File: src/logic/mbrtc_defs.svh
// constants for the muxed-bus clock/ram host port: locations, fields, resets, apb map
`ifndef MBRTC_DEFS_SVH
`define MBRTC_DEFS_SVH

// ===========================================================================
// location map (64 bytes)
`define MBRTC_NUM_LOCS 64
`define MBRTC_LOC_SECONDS 6'h00
`define MBRTC_LOC_RATE_CTRL 6'h0a
`define MBRTC_LOC_MODE_CTRL 6'h0b
`define MBRTC_LOC_IRQ_FLAGS 6'h0c
`define MBRTC_LOC_RAM_VALID 6'h0d

// ===========================================================================
// field positions
`define MBRTC_RATE_RO_BIT 7
`define MBRTC_TB_FIELD_HI 6
`define MBRTC_TB_FIELD_LO 4
`define MBRTC_TB_4M 3'h0
`define MBRTC_TB_1M 3'h1
`define MBRTC_TB_32K 3'h2
`define MBRTC_SEC_RO_BIT 7
`define MBRTC_DST_BIT 0
`define MBRTC_VRT_BIT 7

// ===========================================================================
// reset values
`define MBRTC_LOC_RESET 8'h00
`define MBRTC_CTRL_RESET 32'h0000_0001

// ===========================================================================
// apb map (byte addresses)
`define MBRTC_APB_AW 12
`define MBRTC_APB_CTRL 12'h000
`define MBRTC_APB_STATUS 12'h004
`define MBRTC_CTRL_EN_BIT 0
`define MBRTC_ST_PROTO_BIT 0
`define MBRTC_ST_VRT_BIT 1
`define MBRTC_ST_TB_LO 2
`define MBRTC_ST_TB_HI 4
`define MBRTC_ST_TBOK_BIT 5

`endif

File: src/logic/mbrtc_pkg.sv
// types shared by the muxed-bus clock/ram host port
package mbrtc_pkg;

    // detected host protocol
    typedef enum logic {
        MBRTC_PROTO_STROBE,
        MBRTC_PROTO_RDWR
    } mbrtc_proto_t;

    // decoded time base selection
    typedef enum logic [1:0] {
        MBRTC_TB_4M194,
        MBRTC_TB_1M048,
        MBRTC_TB_32K768,
        MBRTC_TB_NONE
    } mbrtc_tb_t;

    // the muxed bus control and address/data pins, input side
    typedef struct packed {
        logic as;
        logic ds;
        logic rw;
        logic ce_n;
        logic [7:0] ad;
    } mbrtc_pins_t;

endpackage

File: src/logic/mbrtc_sync.sv
// three-stage pin synchroniser with agreement filter
`timescale 1ns/1ps

module mbrtc_sync #(
    parameter int W = 12,
    parameter logic [W-1:0] RST = '0
) (
    // clock and reset
    input wire logic pclk,
    input wire logic presetn,
    // pins and filtered levels
    input wire logic [W-1:0] pin_in,
    output logic [W-1:0] level_out
);

    // ===========================================================================
    // one chain per bit; stage one feeds stage two only
    genvar i;
    generate
        for (i = 0; i < W; i = i + 1) begin : g_bit
            logic s1_reg;
            logic s2_reg;
            logic s3_reg;
            logic filt_reg;
            // a change counts only once stages two and three agree
            always_ff @(posedge pclk or negedge presetn) begin
                if (!presetn) begin
                    s1_reg <= RST[i];
                    s2_reg <= RST[i];
                    s3_reg <= RST[i];
                    filt_reg <= RST[i];
                end else begin
                    s1_reg <= pin_in[i];
                    s2_reg <= s1_reg;
                    s3_reg <= s2_reg;
                    if (s2_reg == s3_reg) begin
                        filt_reg <= s3_reg;
                    end
                end
            end
            assign level_out[i] = filt_reg;
        end
    endgenerate

endmodule

File: src/logic/mbrtc_port.sv
// muxed-bus host port and 64-byte location map of the clock/ram device
`timescale 1ns/1ps
`include "mbrtc_defs.svh"

// Behaviour
// - latch data strobe level while address strobe high
// - 64 locations: 10 time, 4 control, 50 ram
// - flag and ram-valid registers ignore writes
// - rate control top bit is read-only
// - seconds top bit always reads zero
// - reading ram-valid register sets valid flag
// - time base chosen by rate control field
// - no daylight saving: enable bit stays zero
module mbrtc_port
    import mbrtc_pkg::*;
(
    // clock and reset
    input wire logic pclk,
    input wire logic presetn,
    // apb slave
    input wire logic psel,
    input wire logic penable,
    input wire logic pwrite,
    input wire logic [`MBRTC_APB_AW-1:0] paddr,
    input wire logic [31:0] pwdata,
    output logic [31:0] prdata,
    output logic pready,
    output logic pslverr,
    // muxed bus pins
    input wire mbrtc_pins_t pins,
    output logic [7:0] ad_out,
    output logic ad_oe,
    // status toward the rest of the device
    output mbrtc_proto_t host_proto,
    output mbrtc_tb_t time_base_sel
);

    // ===========================================================================
    // pin synchronisers
    mbrtc_pins_t pin_s;
    logic [11:0] pin_lvl;
    // idle pins: strobe low, r/w high, chip enable off
    mbrtc_sync #(
        .W(12),
        .RST(12'h300)
    ) u_sync (
        .pclk(pclk),
        .presetn(presetn),
        .pin_in(pins),
        .level_out(pin_lvl)
    );
    assign pin_s = pin_lvl;

    // ===========================================================================
    // state
    logic [7:0] mem_reg [0:`MBRTC_NUM_LOCS-1];
    mbrtc_proto_t proto_reg;
    logic [5:0] addr_reg;
    logic as_q_reg;
    logic ds_q_reg;
    logic rw_q_reg;
    logic rd_q_reg;
    logic vrt_reg;
    logic [7:0] rd_data_reg;
    logic [31:0] ctrl_reg;
    logic [31:0] prdata_reg;
    logic port_en;
    logic as_fall;
    logic rd_phase;
    logic rd_start;
    logic wr_evt;
    logic [7:0] wr_byte;
    logic [7:0] rd_view;
    logic [2:0] tb_field;

    assign port_en = ctrl_reg[`MBRTC_CTRL_EN_BIT];
    assign as_fall = as_q_reg && !pin_s.as;

    // ===========================================================================
    // protocol detection, level held while address strobe is high
    always_ff @(posedge pclk or negedge presetn) begin
        if (!presetn) begin
            proto_reg <= MBRTC_PROTO_STROBE;
        end else if (pin_s.as) begin
            // the host keeps the strobe level fixed through the pulse
            proto_reg <= pin_s.ds ? MBRTC_PROTO_RDWR : MBRTC_PROTO_STROBE;
        end
    end
    assign host_proto = proto_reg;

    // ===========================================================================
    // address capture and edge history
    always_ff @(posedge pclk or negedge presetn) begin
        if (!presetn) begin
            addr_reg <= 6'h00;
        end else if (as_fall) begin
            addr_reg <= pin_s.ad[5:0];
        end
    end

    // delayed copies for edge detection on strobes
    always_ff @(posedge pclk or negedge presetn) begin
        if (!presetn) begin
            as_q_reg <= 1'b0;
            ds_q_reg <= 1'b0;
            rw_q_reg <= 1'b1;
            rd_q_reg <= 1'b0;
        end else begin
            as_q_reg <= pin_s.as;
            ds_q_reg <= pin_s.ds;
            rw_q_reg <= pin_s.rw;
            rd_q_reg <= rd_phase;
        end
    end

    // ===========================================================================
    // phase decode per protocol
    // strobe style: read while strobe high and r/w high, write on strobe fall
    // rd/wr style: read while rd low, write on rising edge of wr
    always_comb begin
        if (proto_reg == MBRTC_PROTO_STROBE) begin
            rd_phase = pin_s.ds && pin_s.rw && !pin_s.as;
            wr_evt = ds_q_reg && !pin_s.ds && !rw_q_reg;
        end else begin
            rd_phase = !pin_s.ds && !pin_s.as;
            wr_evt = !rw_q_reg && pin_s.rw;
        end
        // chip enable gates the read and write phases, not address capture or protocol detection; the apb control can take the port off
        rd_phase = rd_phase && !pin_s.ce_n && port_en;
        wr_evt = wr_evt && !pin_s.ce_n && port_en;
    end
    assign rd_start = rd_phase && !rd_q_reg;

    // ===========================================================================
    // write shaping per location
    always_comb begin
        case (addr_reg)
            `MBRTC_LOC_RATE_CTRL: begin
                wr_byte = {mem_reg[`MBRTC_LOC_RATE_CTRL][`MBRTC_RATE_RO_BIT],
                           pin_s.ad[6:0]};
            end
            `MBRTC_LOC_MODE_CTRL: begin
                // this variant has no daylight saving, enable pinned low
                wr_byte = {pin_s.ad[7:1], 1'b0};
            end
            `MBRTC_LOC_IRQ_FLAGS, `MBRTC_LOC_RAM_VALID: begin
                wr_byte = mem_reg[addr_reg];
            end
            default: begin
                wr_byte = pin_s.ad;
            end
        endcase
    end

    // ===========================================================================
    // location storage, one flop byte per entry
    genvar gi;
    generate
        for (gi = 0; gi < `MBRTC_NUM_LOCS; gi = gi + 1) begin : g_loc
            always_ff @(posedge pclk or negedge presetn) begin
                if (!presetn) begin
                    mem_reg[gi] <= `MBRTC_LOC_RESET;
                end else if (wr_evt && addr_reg == 6'(gi)) begin
                    mem_reg[gi] <= wr_byte;
                end
            end
        end
    endgenerate

    // ===========================================================================
    // valid-ram-time flag; only a read of the ram-valid register touches it
    always_ff @(posedge pclk or negedge presetn) begin
        if (!presetn) begin
            vrt_reg <= 1'b0;
        end else if (rd_start && addr_reg == `MBRTC_LOC_RAM_VALID) begin
            vrt_reg <= 1'b1;
        end
    end

    // ===========================================================================
    // read view and read data register
    always_comb begin
        case (addr_reg)
            `MBRTC_LOC_SECONDS: begin
                rd_view = {1'b0, mem_reg[`MBRTC_LOC_SECONDS][6:0]};
            end
            `MBRTC_LOC_RAM_VALID: begin
                rd_view = {vrt_reg, 7'h00};
            end
            default: begin
                rd_view = mem_reg[addr_reg];
            end
        endcase
    end

    // refreshed every cycle so data is ready before the strobe opens the driver
    always_ff @(posedge pclk or negedge presetn) begin
        if (!presetn) begin
            rd_data_reg <= 8'h00;
        end else begin
            rd_data_reg <= rd_view;
        end
    end
    assign ad_out = rd_data_reg;
    assign ad_oe = rd_phase;

    // ===========================================================================
    // time base selection from the rate control field
    assign tb_field = mem_reg[`MBRTC_LOC_RATE_CTRL][`MBRTC_TB_FIELD_HI:`MBRTC_TB_FIELD_LO];
    always_comb begin
        case (tb_field)
            `MBRTC_TB_4M: time_base_sel = MBRTC_TB_4M194;
            `MBRTC_TB_1M: time_base_sel = MBRTC_TB_1M048;
            `MBRTC_TB_32K: time_base_sel = MBRTC_TB_32K768;
            default: time_base_sel = MBRTC_TB_NONE;
        endcase
    end

    // ===========================================================================
    // apb slave: read data latched in the setup cycle, answer in first access
    logic apb_setup;
    logic apb_hit;
    assign apb_setup = psel && !penable;
    assign apb_hit = (paddr == `MBRTC_APB_CTRL) || (paddr == `MBRTC_APB_STATUS);
    assign pready = 1'b1;
    assign pslverr = psel && penable && !apb_hit;
    assign prdata = prdata_reg;

    always_ff @(posedge pclk or negedge presetn) begin
        if (!presetn) begin
            prdata_reg <= 32'h0000_0000;
        end else if (apb_setup) begin
            case (paddr)
                `MBRTC_APB_CTRL: prdata_reg <= ctrl_reg;
                `MBRTC_APB_STATUS: begin
                    prdata_reg <= {26'h000_0000,
                                   time_base_sel != MBRTC_TB_NONE,
                                   tb_field,
                                   vrt_reg,
                                   proto_reg == MBRTC_PROTO_RDWR};
                end
                default: prdata_reg <= 32'h0000_0000;
            endcase
        end
    end

    // control register; only the enable bit is kept
    always_ff @(posedge pclk or negedge presetn) begin
        if (!presetn) begin
            ctrl_reg <= `MBRTC_CTRL_RESET;
        end else if (psel && penable && pwrite && paddr == `MBRTC_APB_CTRL) begin
            ctrl_reg <= {31'h0000_0000, pwdata[`MBRTC_CTRL_EN_BIT]};
        end
    end
endmodule

File: config.mk
export PLATFORM = sky130hd
export DESIGN_NAME = mbrtc_port
export DESIGN_NICKNAME = d
export VERILOG_FILES = /design/src/logic/mbrtc_pkg.sv /design/src/logic/mbrtc_sync.sv /design/src/logic/mbrtc_port.sv
export VERILOG_INCLUDE_DIRS = /design/src /design/src/logic
export SDC_FILE = /design/constraint.sdc
export NUM_CORES = 1
export LEC_CHECK = 0
export ABC_AREA = 1
export BUFFER_PORTS_ARGS = -buffer_cell sky130_fd_sc_hd__buf_2
export CAP_MARGIN = 0
export CORE_ASPECT_RATIO = 1.4
export CORE_UTILIZATION = 45
export CTS_BUF_LIST = sky130_fd_sc_hd__clkbuf_8
export CTS_CLUSTER_DIAMETER = 60
export DETAILED_ROUTE_END_ITERATION = 8
export PLACE_DENSITY = 0.68
export SYNTH_ARGS = -nofsm -noshare
export SYNTH_HDL_FRONTEND = slang
export SYNTH_SLANG_ARGS = --single-unit
File: constraint.sdc
create_clock -name pclk -period 2.4 [get_ports pclk]
set_input_delay 0.12 -clock pclk [delete_from_list [all_inputs] [get_ports pclk]]
set_output_delay 0.12 -clock pclk [all_outputs]
set_load 0.02 [all_outputs]
==> results of run 1 <==
==> final cells by class <==
type,count,share of cell area
diodes,1,0.0000743
clock buffers,120,0.0490
clock inverters,49,0.00966
inverters,113,0.0130
multi-input cells,3135,0.365
flip-flops and latches,587,0.437
well taps,825,0.0306
repair buffers,314,0.0963
==> cell families after synthesis <==
kind of cell / Yosys count
simple gates: 3070
compound gates: 23
mux: 3
other cells: 2
flops: 587
buf+inv: 306
fa+ha+maj: 12
==> power by group through the flow <==
stage	Clock (mW)	Combinational, mW	Sequential [mW]
floorplan	0	4.11	12.1
global placement	0	6.90	12.3
detailed placement	0	6.99	12.3
CTS	9.17	7.14	12.1
global route	9.60	8.02	12.3
finish	9.01	7.39	12.1
==> stage by stage <==
step                      hold slack (ns)  setup slack, ns  cell area (um^2)   util
after CTS                          0.0122           -0.161             33400  0.539
final                              0.0615           -0.220             33700  0.543
after floorplan                    -0.176            0.152             28400      -
after global placement              0.168           -0.185             31000  0.500
after global routing               0.0569           -0.304             33700  0.543
after detailed placement            0.166           -0.202             31000  0.500
==> routing by layer <==
layer  GRT usage  wire length, um
met3      0.0366             4860
met2       0.457            42100
met5           0                0
met1       0.333            35100
met4       0.156             4610
==> worst max path at each step <==
stage,endpoint,slack [ns],cells past startpoint,startpoint
floorplan,vrt_reg$_DFFE_PN0P_,0.15,5,ctrl_reg[0]$_DFFE_PN1P_
global placement,mem_reg[177]$_DFFE_PN0P_,-0.19,18,addr_reg[0]$_DFFE_PN0P_
detailed placement,mem_reg[177]$_DFFE_PN0P_,-0.20,18,addr_reg[0]$_DFFE_PN0P_
CTS,mem_reg[208]$_DFFE_PN0P_,-0.16,19,addr_reg[0]$_DFFE_PN0P_
global route,mem_reg[117]$_DFFE_PN0P_,-0.30,18,addr_reg[0]$_DFFE_PN0P_
finish,mem_reg[22]$_DFFE_PN0P_,-0.22,18,addr_reg[0]$_DFFE_PN0P_
==> critical path: stages, from the launching register on <==
cell and delay (ns):
sky130_fd_sc_hd__dfrtp_4 0.52, sky130_fd_sc_hd__buf_12 0.18, sky130_fd_sc_hd__buf_12 0.17, sky130_fd_sc_hd__buf_4 0.15, sky130_fd_sc_hd__nand2_1 0.05, sky130_fd_sc_hd__nand2_1 0.05
sky130_fd_sc_hd__nand2_1 0.07, sky130_fd_sc_hd__nand2_2 0.09, sky130_fd_sc_hd__nand2_1 0.09, sky130_fd_sc_hd__nand2_2 0.09, sky130_fd_sc_hd__nor2_2 0.13, sky130_fd_sc_hd__nor2_1 0.05
sky130_fd_sc_hd__nor2_1 0.14, sky130_fd_sc_hd__nand2_1 0.11, sky130_fd_sc_hd__nand2_2 0.13, sky130_fd_sc_hd__nand2_8 0.12, sky130_fd_sc_hd__clkbuf_16 0.21, sky130_fd_sc_hd__nand2_1 0.06
sky130_fd_sc_hd__nand2_1 0.05
==> cell usage after synthesis (2+ instances only) <==
master	count
sky130_fd_sc_hd__nand2_1	2861
sky130_fd_sc_hd__dfrtp_1	577
sky130_fd_sc_hd__nor2_1	134
sky130_fd_sc_hd__buf_4	83
sky130_fd_sc_hd__inv_1	74
sky130_fd_sc_hd__buf_2	71
sky130_fd_sc_hd__nor2_2	44
sky130_fd_sc_hd__inv_2	38
sky130_fd_sc_hd__clkbuf_1	30
sky130_fd_sc_hd__maj3_1	12
sky130_fd_sc_hd__nand3_1	11
sky130_fd_sc_hd__dfstp_2	10
sky130_fd_sc_hd__nand2_2	9
sky130_fd_sc_hd__a21oi_1	8
sky130_fd_sc_hd__o21ai_0	7
sky130_fd_sc_hd__buf_6	5
sky130_fd_sc_hd__o31ai_1	5
sky130_fd_sc_hd__buf_1	4
sky130_fd_sc_hd__mux2_2	3
sky130_fd_sc_hd__nor2_4	3
sky130_fd_sc_hd__conb_1	2
sky130_fd_sc_hd__nand4_1	2
sky130_fd_sc_hd__nor4_1	2
==> timing repair <==
action | CTS | global route
hold buffers | 32 | 0
setup endpoints to repair | 494 | 500
gates resized for setup | 28 | 32
buffers inserted | 3 | 1
endpoints found under the hold margin | 509 | 0
cloned | 1 | 5
pin swaps | 7 | 11
==> impl_summary.md, run 1 <==
Setup path
The worst reg-to-reg setup slack is -0.22 ns. The data arrival at the endpoint of the critical path is approximately 3.2 ns. At the worst endpoint, the required time is about 3 ns.

The worst-path maximum fanout is 29. The critical path is of the register to register type. The start of the worst register-to-register path is addr_reg[0]$_DFFE_PN0P_. STA classifies the critical path startpoint as a register. The cell count of the worst reg-to-reg path is 18.

The critical register-to-register path endpoint is mem_reg[22]$_DFFE_PN0P_. The worst setup path is captured at a register.

Logic synthesis
Summed over all instances, the cell type with the most area after synthesis is sky130_fd_sc_hd__dfrtp_1. The flip-flop and latch count after synthesis is 587. The share of synthesized area in the top cell type comes to 0.510. The post-synthesis share of cell area spent on full adders, half adders and majority gates is 0.00424. During synthesis, Yosys emitted a total of 0 warnings. The share of flip-flops with an asynchronous set or reset after synthesis is 1.00. The xor and xnor fraction of the mapped netlist area is 0.

Of the total synthesized cell area, the portion taken by AND, OR, NAND and NOR gates is 0.414. The combinational family with the most area after synthesis is simple AND/OR/NAND/NOR gates. By area the synthesized netlist is led by sky130_fd_sc_hd__dfrtp_1 51%, sky130_fd_sc_hd__nand2_1 38%, sky130_fd_sc_hd__buf_4 2.2%. Synthesis instantiated 31 different standard cells from the library. The complex-gate fraction of the synthesized area is 0.00473. The register area share after synthesis is 0.519. Synthesis handed over a netlist of 4003 instances. For this run, the leading register cell type out of synthesis is sky130_fd_sc_hd__dfrtp_1. A synthesized cell averages between 7 and 8 um^2. The cell area that synthesis handed to floorplanning was 28300 um^2. The mux share of post-synthesis cell area is 0.00119.

The number of enable flip-flop cells after synthesis is 0.

Clock tree
The longest clock path from root to sink contains 3 buffers. The cell chosen for the clock root is sky130_fd_sc_hd__clkbuf_8. After clock tree synthesis, the clock-pin slew on the worst setup and hold paths is approximately 0.070 ns. TritonCTS created slightly above 90 clock buffers. TritonCTS built the clock tree. The CTS sink count is approximately 600. The clock latency of the later-clocked register in the worst-skew pair is 0.73 ns. The H-tree depth reported by CTS is 3.

Worst hold path
The number of cells traversed by the worst hold path is 2. For hold timing, the worst endpoint is u_sync.g_bit[11].s1_reg$_DFF_PN0_. The min-delay analysis places its worst path in the category primary input to register. The start point of the worst hold path is pins[11].

Final layout
The ratio of cells with drive above 1 in the final layout is 0.136. In the final layout, the multi-input gates occupy approximately 12000 um^2. The number of fill cells in the layout is slightly below 6000. Leaving out fill and tap cells, the most frequent cell in the layout is sky130_fd_sc_hd__nand2_1. In the layout the commonest cells are 2839 x sky130_fd_sc_hd__nand2_1, 575 x sky130_fd_sc_hd__dfrtp_1, 159 x sky130_fd_sc_hd__buf_4, 120 x sky130_fd_sc_hd__clkbuf_8, 116 x sky130_fd_sc_hd__nor2_1.

The number of standard cells in the layout, taps in and fillers out is ~5100. The area added between synthesis and finish is 19.0%. The net count of the finished layout is roughly 4300. The flip-flop count of the largest register, all copies and words added is a little over 500. The register area is 14700 um^2.

Pwr
Summed over all cells, the static leakage comes to ~19 nW. The switching part of the total is 0.341. The internal portion of total power is between 15 and 20 mW. The switching power summed over all nets is 9.74 mW. The share of total power dissipated in combinational logic is 0.259. The power per unit of standard cell area is ~850 nW/um^2.

The share of total power dissipated in the clock network is 0.316. The share of total power dissipated in sequential elements is 0.425. IR analysis of the VDD net gives a maximum drop of about 0.45 mV. Power comes to around 29 mW.

Drt
The DRC violation total after the first TritonRoute iteration is roughly 2000. The number of nets with antenna violations after detailed routing is 0. The wire length per cell is 16.9 um.

The number of vias per cell after detailed routing is between 4 and 5. The number of DRC violations after detailed routing is 0. The number of optimization iterations in the first detailed-route pass is 5. The total number of vias is roughly 25000.

After detailed routing, the total wire length is ~87 mm.

Die
In this run the vertical extent of the chip is about 300 um. The area of the core is roughly 62000 um^2. The floorplan row count is roughly 110. 107 I/O pins were placed. The floorplan step set the die width to about 210 um. The starting density of the core is 0.456. The floorplan step defined a die boundary enclosing about 64000 um^2.

STA
The achievable clock frequency is roughly 380 MHz. The setup slack of the critical path after layout is -0.220 ns. Setup repair after global routing could not meet its margin everywhere. Summed over all failing endpoints, the final setup total negative slack is -54.88 ns.

The worst pin sits at a relative slew slack of 0.583. The total count of max-transition violations in the final report came to 0. Of the available clock period, the critical path in the final layout requires 1.09. The routed design could run at a clock period as short as between 2 and 3 ns. The maximum clock skew at final layout is ~0.044 ns. The final-report hold violation count is 0. Setup violations remaining at the end of the flow were counted as 493.

For the pin with the worst max-slew slack, the measured transition is between 0.6 and 0.7 ns.

Placement
The HPWL after detailed placement is just under 60 mm. In this run the tool buffered the top-level ports with 48 buffer cells. After detailed placement, the design holds a cell count of about 5000. The placer's final routability congestion estimate is 0.918.

GRT
The remaining global-route overflow is 0. The initial antenna violation count is 1. The global-route usage over all layers is 0.271. Entering global routing, the biggest net connects 70 pins. The via count of the first global-routing pass is roughly 25000. The first global-routing pass estimated between 100 and 150 mm of wire.

Run status
The checks that failed: negative setup slack. The flow ran to the end, but the final reports show violations.

Flow run
Max-cap violations in this run came to 0.
Power figures use the tool's default switching activity.
==> run 2: changes to the inputs <==
CAP_MARGIN = 20   (was 0)
clock period = 2.6 ns   (was 2.4 ns; I/O delays follow)
==> run 2 against run 1 <==
Effect of this change:
- maximum frequency up 1.2%
- sequential share of layout area up 0.81 points
- utilization down 0.99 points
- critical endpoint is now mem_reg[104]$_DFFE_PN0P_
- clock power down 5.5%
- the run ends with design-rule violations left
- largest power group unchanged
==> impl_summary.md, run 2 (synthesis gave the netlist of run 1 again) <==
Setup path
The worst-path maximum fanout was 46 (+59%). The required time of the critical path came to 3.19 ns (+0.20 ns). The kind of launch point of the worst setup path is a register. The type of element capturing the critical path is a register. The critical path start-end classification is register to register. The data arrival at the endpoint of the critical path was 3.18 ns (-0.03 ns).

STA
The achievable clock frequency is 386 MHz (+1.2%). The shortest clock period the worst path allows after layout is 2.59 ns (-0.0322 ns). Setup repair after global routing could not meet its margin everywhere.

The setup violation total in the final timing report was 0 (-100%). The actual transition at the worst max-transition pin came to 0.662 ns (+0.0374 ns). The share of the clock period used by the worst path after layout is 0.995 (-0.0964). The post-route worst hold slack was 0.0513 ns (-0.0102 ns). The relative max-transition margin is 0.558 (-0.0245).

The total count of max-transition violations in the final report came to 0 (unchanged). The final-report hold violation count was 0 (unchanged). The maximum clock skew at final layout is 0.0341 ns (-0.00988 ns).

Clock tree
The clock latency of the later-clocked register in the worst-skew pair is 0.71 ns (-0.02 ns). The CTS sink count is 587 (unchanged). The CTS buffer count came to 91 (unchanged). TritonCTS built the clock tree. The H-tree depth reported by CTS is 3 (unchanged). The maximum buffer depth of the clock tree is 3 (unchanged).

The clock transition time at the flip-flop clock pins of the worst setup and hold paths is 0.07 ns (about the same). In this run the clock root is driven by a sky130_fd_sc_hd__clkbuf_8.

Drt
The aggregate routed wire length was 83.9 mm (-3.2%). The DRC violation total after the first TritonRoute iteration is 2084 (+6.9%). The number of optimization iterations in the first detailed-route pass is 9 (+4). The number of vias per cell after detailed routing is 4.93 (about the same). The number of nets with antenna violations after detailed routing is 0 (unchanged). The total number of vias is 25000 (-1.4%). The number of DRC violations after detailed routing is 1 (+1). The wire length per cell is 16.5 um (-1.8%).

Worst hold path
The min-delay analysis places its worst path in the category primary input to register.

Run status
The flow ran to the end, but the final reports show violations. The final reports fail on design-rule violations.

GRT
The wire length of the first global-routing pass came to 132 mm (-3.0%). The pin count of the biggest net entering global routing came to 78 (+11%). The remaining global-route overflow is 0 (unchanged). The initial antenna violation count is 1 (unchanged).

The via count of the first global-routing pass was 24200 (-2.3%). The global-route usage over all layers was 0.261 (-0.00997).

Placement
The placed cell count is 4869 (-1.3%). The placer's final routability congestion estimate is 0.952 (+3.7%). The post-detailed-placement half-perimeter wirelength was 54.1 mm (-6.5%). The count of buffers from port buffering came to 48 (unchanged).

Die
The floorplan row count is 108 (unchanged). The area of the core is 62000 um^2 (unchanged). The boundary pin count came to 107 (unchanged). The area of the die is 63900 um^2 (unchanged).

The chip width is 214 um (unchanged). The starting density of the core was 0.456 (unchanged). The die extent in y is 299 um (unchanged).

Final layout
The ratio of cells with drive above 1 in the final layout is 0.122 (-0.0135). The number of standard cells in the layout, taps in and fillers out is 5074 (-1.4%). The flip-flop count of the largest register, all copies and words added came to 512 (unchanged). The net count of the finished layout is 4237 (-1.5%). The area added between synthesis and finish is 16.9%. Leaving out fill and tap cells, the most frequent cells in the layout are 2843 x sky130_fd_sc_hd__nand2_1, 575 x sky130_fd_sc_hd__dfrtp_1, 123 x sky130_fd_sc_hd__clkbuf_8, 119 x sky130_fd_sc_hd__buf_4, 111 x sky130_fd_sc_hd__nor2_1. The final standard cell utilization of the core came to 0.533 (-0.00989). Leaving out fill and tap cells, the most frequent cell in the layout is sky130_fd_sc_hd__nand2_1.

Pwr
The leakage dissipation is 19.1 nW (-1.5%). The worst-case vdd ir drop was 0.373 mV (-17%). The power per unit of standard cell area is 792 nW/um^2 (-6.6%). The total chip power came to 26.2 mW (-8.3%).

Flow run
The max-cap violation count was 0 (unchanged).
## run 2: cell types whose count changed in the layout (fill, tap and decap cells not counted), sizes merged
cell,before,now
dlygate4sd3,31,24
nor2,181,182
buf,277,216
inv,131,135
clkinv,22,13
clkinvlp,6,2
clkbuf,125,130
bufbuf,1,0
bufinv,3,5
## run 2: path summary, 6_finish.rpt
path	from	endpoint	slack (ns)	cells past startpoint
worst min register to register	u_sync.g_bit[11].s1_reg$_DFF_PN0_	u_sync.g_bit[11].s2_reg$_DFF_PN0_	0.35	0
worst max-delay path	addr_reg[0]$_DFFE_PN0P_	mem_reg[104]$_DFFE_PN0P_	0.01	18
min in group asynchronous	presetn	mem_reg[12]$_DFFE_PN0P_	0.50	3
worst min-delay path	paddr[1]	prdata[0]$_DFFE_PN0P_	0.05	5
max in group asynchronous	presetn	mem_reg[8]$_DFFE_PN0P_	1.14	4
worst max register to register	addr_reg[0]$_DFFE_PN0P_	mem_reg[104]$_DFFE_PN0P_	0.01	18
## run 2: final cells by class
cell class | instances | area, um^2
clock inverter | 42 | 323
tap | 825 | 1030
timing repair buffer | 247 | 2560
fill | 5953 | 28900
antenna | 1 | 2.50
multi-input combinational | 3136 | 12300
inverter | 113 | 442
clock buffer | 123 | 1690
sequential | 587 | 14700
## run 2: per-layer routing
metal / up-vias / GRT usage / routed length (um)
met1: 11700 / 0.329 / 34300
met3: 194 / 0.0367 / 5040
met5: - / 0 / 0
met2: 836 / 0.439 / 40800
met4: 0 / 0.130 / 3800
li1: 12200 / - / -
## run 2: worst max-delay path, cell delays in order, from the launching register on
cell and delay (ns):
sky130_fd_sc_hd__dfrtp_4 0.53, sky130_fd_sc_hd__buf_4 0.16, sky130_fd_sc_hd__buf_12 0.17, sky130_fd_sc_hd__nand2_1 0.12
sky130_fd_sc_hd__nand2_1 0.06, sky130_fd_sc_hd__nand2_1 0.05, sky130_fd_sc_hd__nand2_1 0.08, sky130_fd_sc_hd__nand2_1 0.06
sky130_fd_sc_hd__nand2_1 0.07, sky130_fd_sc_hd__nor2_1 0.12, sky130_fd_sc_hd__buf_4 0.15, sky130_fd_sc_hd__nor2_1 0.04
sky130_fd_sc_hd__nor2_1 0.13, sky130_fd_sc_hd__nand2_1 0.11, sky130_fd_sc_hd__nand2_1 0.11, sky130_fd_sc_hd__nand2_4 0.09
sky130_fd_sc_hd__buf_12 0.18, sky130_fd_sc_hd__nand2_1 0.10, sky130_fd_sc_hd__nand2_1 0.06
## run 2: power breakdown
group / leakage [nW] / internal, mW / total (mW) / switching (mW)
clock network: 1.13 / 4.72 / 8.51 / 3.79
logic: 9.98 / 2.18 / 6.50 / 4.32
registers: 7.98 / 10.5 / 11.2 / 0.736
total: 19.1 / 17.3 / 26.2 / 8.85
## run 2: per-stage QoR
stage               TNS [ns]  worst slack (ns)  area, um^2
global placement           0            0.0354       30300
finish                     0            0.0122       33100
CTS                        0          0.000126       32600
detailed placement         0            0.0147       30300
global route           -4.02           -0.0872       33100
floorplan                  0             0.352       28400
## run 2: repair_timing
item                                   in CTS  in global routing
hold buffers                               24                  0
resized for setup                           3                 63
pin swaps                                   0                  8
endpoints found under the hold margin     477                  0
buffers inserted                            0                  7
setup endpoints to repair                   3                477
gates cloned                                0                  8
==> run 3: changes to the inputs <==
CORE_MARGIN = 2   (was not set)
==> run 3 against run 2 <==
Effect of this change:
- the run ends with negative setup slack left
- power is 3.0% higher
- via count is 1.9% higher
- first-iteration DRC count is 6.8% higher
- combinational power is 7.7% higher
- clock skew is 0.019 ns higher
- utilization is 0.84 points higher
- sequential power hardly changed
- die area is 1.6% higher
- routed wire length is 7.9% higher
- critical endpoint is now mem_reg[479]$_DFFE_PN0P_
==> impl_summary.md, run 3 (synthesis gave the netlist of run 1 again) <==
Run status
The run finished, with violations left. The checks that failed: negative setup slack.

GRT
The global-route usage over all layers is 0.260 (-0.000447). The wire length of the first global-routing pass is 134 mm (+1.6%). The initial antenna violation count came to 1 (unchanged).

The via count of the first global-routing pass was 24800 (+2.5%). The pin count of the biggest net entering global routing is 99 (+27%). The remaining global-route overflow came to 0 (unchanged).

Clock tree
The cell chosen for the clock root is sky130_fd_sc_hd__clkbuf_8. The maximum buffer depth of the clock tree came to 3 (unchanged). The clock transition time at the flip-flop clock pins of the worst setup and hold paths is 0.07 ns (about the same). The clock latency of the later-clocked register in the worst-skew pair is 0.73 ns (+0.02 ns).

The CTS buffer count is 91 (unchanged). The H-tree depth reported by CTS is 3 (unchanged). The CTS sink count is 587 (unchanged). The clock tree from TritonCTS is built.

Setup path
The cell count of the worst reg-to-reg path came to 15 (-3). The worst-path maximum fanout is 11 (-76%). STA classifies the critical path endpoint as a register. The library cell appearing most often on the critical path is sky130_fd_sc_hd__nand2_1. The delay contributed by the slowest stage of the critical path is 0.56 ns (+0.03 ns).

Grouping stages by cell kind, the critical path spends the most delay in simple AND/OR/NAND/NOR gates. The number of buffers and inverters on the critical path was 6 (+2). The critical path goes through buf_12 -> buf_6 -> nor2_4 -> buf_4 -> buf_4 -> inv_2 -> nor2_1 -> nand2_1 -> nand3_1 -> nand2_1 -> a21oi_2 -> nand2_8 -> clkbuf_16 -> nand2_1 -> nand2_1. The worst setup path is launched from a register.

By startpoint and endpoint, the worst setup path is classified as register to register. The depth of the critical timing path with buffers and inverters included is 15 (-3). The required time of the critical path was 3.17 ns (-0.02 ns). The data arrival at the endpoint of the critical path was 3.25 ns (+0.07 ns). The largest individual stage delay along the critical path comes from the cell sky130_fd_sc_hd__dfrtp_4.

STA
The total count of max-transition violations in the final report was 0 (unchanged). The achievable clock frequency is 373 MHz (-3.4%). The shortest clock period the worst path allows after layout was 2.68 ns (+0.0900 ns). Setup repair after global routing could not meet its margin everywhere.

The share of the clock period used by the worst path after layout is 1.03 (+0.0346). The maximum clock skew at final layout came to 0.0527 ns (+0.0186 ns). The relative max-transition margin came to 0.617 (+0.0583).

The final-report hold violation count is 0 (unchanged). The setup slack of the critical path after layout is -0.0779 ns (-0.0900 ns). The setup total negative slack came to -3.15 ns (-3.15 ns). The setup violation total in the final timing report is 110 (+110). The post-route worst hold slack came to 0.0485 ns (-0.00280 ns). The actual transition at the worst max-transition pin is 0.574 ns (-0.0883 ns).

Final layout
Leaving out fill and tap cells, the most frequent cell in the layout is sky130_fd_sc_hd__nand2_1. The number of fill cells in the layout is 5887 (-1.1%). The flip-flop count of the largest register, all copies and words added is 512 (unchanged). The library cells used most frequently in the layout, excluding fill and tap cells, are 2831 x sky130_fd_sc_hd__nand2_1, 575 x sky130_fd_sc_hd__dfrtp_1, 129 x sky130_fd_sc_hd__buf_4, 122 x sky130_fd_sc_hd__clkbuf_8, 106 x sky130_fd_sc_hd__nor2_1. The ratio of cells with drive above 1 in the final layout is 0.135 (+0.0132). The number of standard cells in the layout, taps in and fillers out is 5112 (+0.75%).

The design area is 33700 um^2 (+1.8%). The net count of the finished layout is 4269 (+0.76%). The area added between synthesis and finish is 19.0%.

Drt
The aggregate routed wire length came to 90.6 mm (+7.9%). The number of optimization iterations in the first detailed-route pass is 6 (-3). The DRC violation total after the first TritonRoute iteration came to 2226 (+6.8%). The number of nets with antenna violations after detailed routing was 0 (unchanged).

The number of DRC violations after detailed routing is 0 (-1). The number of vias per cell after detailed routing is 4.99 (+1.2%). The wire length per cell came to 17.7 um (+7.1%). The total number of vias is 25500 (+1.9%).

Placement
The post-detailed-placement cell area is 30400 um^2 (+0.12%). The count of buffers from port buffering is 48 (unchanged). The placed cell count came to 4882 (+0.27%). The post-detailed-placement half-perimeter wirelength came to 54.0 mm (-0.16%).

The placer's final routability congestion estimate came to 0.951 (-0.15%).

Pwr
The worst-case vdd ir drop is 0.379 mV (+1.6%). The total chip power is 27.0 mW (+3.0%). The leakage dissipation came to 19.4 nW (+1.4%). The power per unit of standard cell area came to 801 nW/um^2 (+1.2%).

Die
The chip width is 216 um (+0.93%). The starting density of the core was 0.455 (-0.000992). The die extent in y is 301 um (+0.67%). The boundary pin count is 107 (unchanged). The area of the core came to 62200 um^2 (+0.22%). The floorplan row count is 108 (unchanged). The area of the die is 64900 um^2 (+1.6%).

Worst hold path
The type of the most critical hold path is primary input to register. The number of cells traversed by the worst hold path is 5 (unchanged).

Flow run
The max-cap violation count is 0 (unchanged).
==> run 3: final cells by class <==
type	count	area [um^2]	area share
Tap cell	825	1030	0.0307
Clock inverter	48	410	0.0122
Timing Repair inverter	1	11.3	0.000334
Inverter	113	442	0.0131
Clock buffer	122	1680	0.0499
Timing Repair Buffer	278	2990	0.0888
Sequential cell	587	14700	0.437
Antenna cell	2	5.00	0.000149
Multi-Input combinational cell	3136	12400	0.368
==> run 3: timing repair <==
item                                    CTS  global route
setup buffers                             1             7
pin swaps                                 1             7
resized for setup                         7            90
hold endpoints to repair                602             0
cloned                                    1            25
hold buffers                             24             0
endpoints found under the setup margin  338           495
==> run 3: path summary, 6_finish.rpt <==
kind / start / endpoint / slack, ns
worst max register to register: addr_reg[0]$_DFFE_PN0P_ / mem_reg[479]$_DFFE_PN0P_ / -0.08
worst max-delay path: addr_reg[0]$_DFFE_PN0P_ / mem_reg[479]$_DFFE_PN0P_ / -0.08
min in group asynchronous: presetn / mem_reg[268]$_DFFE_PN0P_ / 0.10
worst min-delay path: paddr[1] / prdata[0]$_DFFE_PN0P_ / 0.05
worst min register to register: u_sync.g_bit[1].s1_reg$_DFF_PN0_ / u_sync.g_bit[1].s2_reg$_DFF_PN0_ / 0.34
max in group asynchronous: presetn / mem_reg[364]$_DFFE_PN0P_ / 1.91
==> run 3: routing by layer <==
layer / wire length, um / global-route usage / share of wire
met3: 6050 / 0.0384 / 0.067
met2: 44100 / 0.450 / 0.49
met1: 34900 / 0.317 / 0.39
met5: 0 / 0 / 0
met4: 5500 / 0.133 / 0.061
==> run 3: worst min-delay path: stages <==
cell	delay, ns
sky130_fd_sc_hd__buf_2	0.07
sky130_fd_sc_hd__nor3_1	0.07
sky130_fd_sc_hd__nand4_1	0.09
sky130_fd_sc_hd__o21ai_0	0.07
sky130_fd_sc_hd__mux2_2	0.27
==> run 3: per-stage QoR <==
step,util,setup WS [ns]
global route,0.542,-0.154
CTS,0.527,-0.0427
floorplan,-,0.352
finish,0.542,-0.0779
global placement,0.488,-0.106
detailed placement,0.488,-0.131
==> run 3: power breakdown <==
part / switching (mW) / internal (mW) / leakage, nW
logic: 4.58 / 2.42 / 10.2
registers: 0.749 / 10.5 / 7.98
clock network: 3.94 / 4.84 / 1.15
total: 9.26 / 17.7 / 19.4
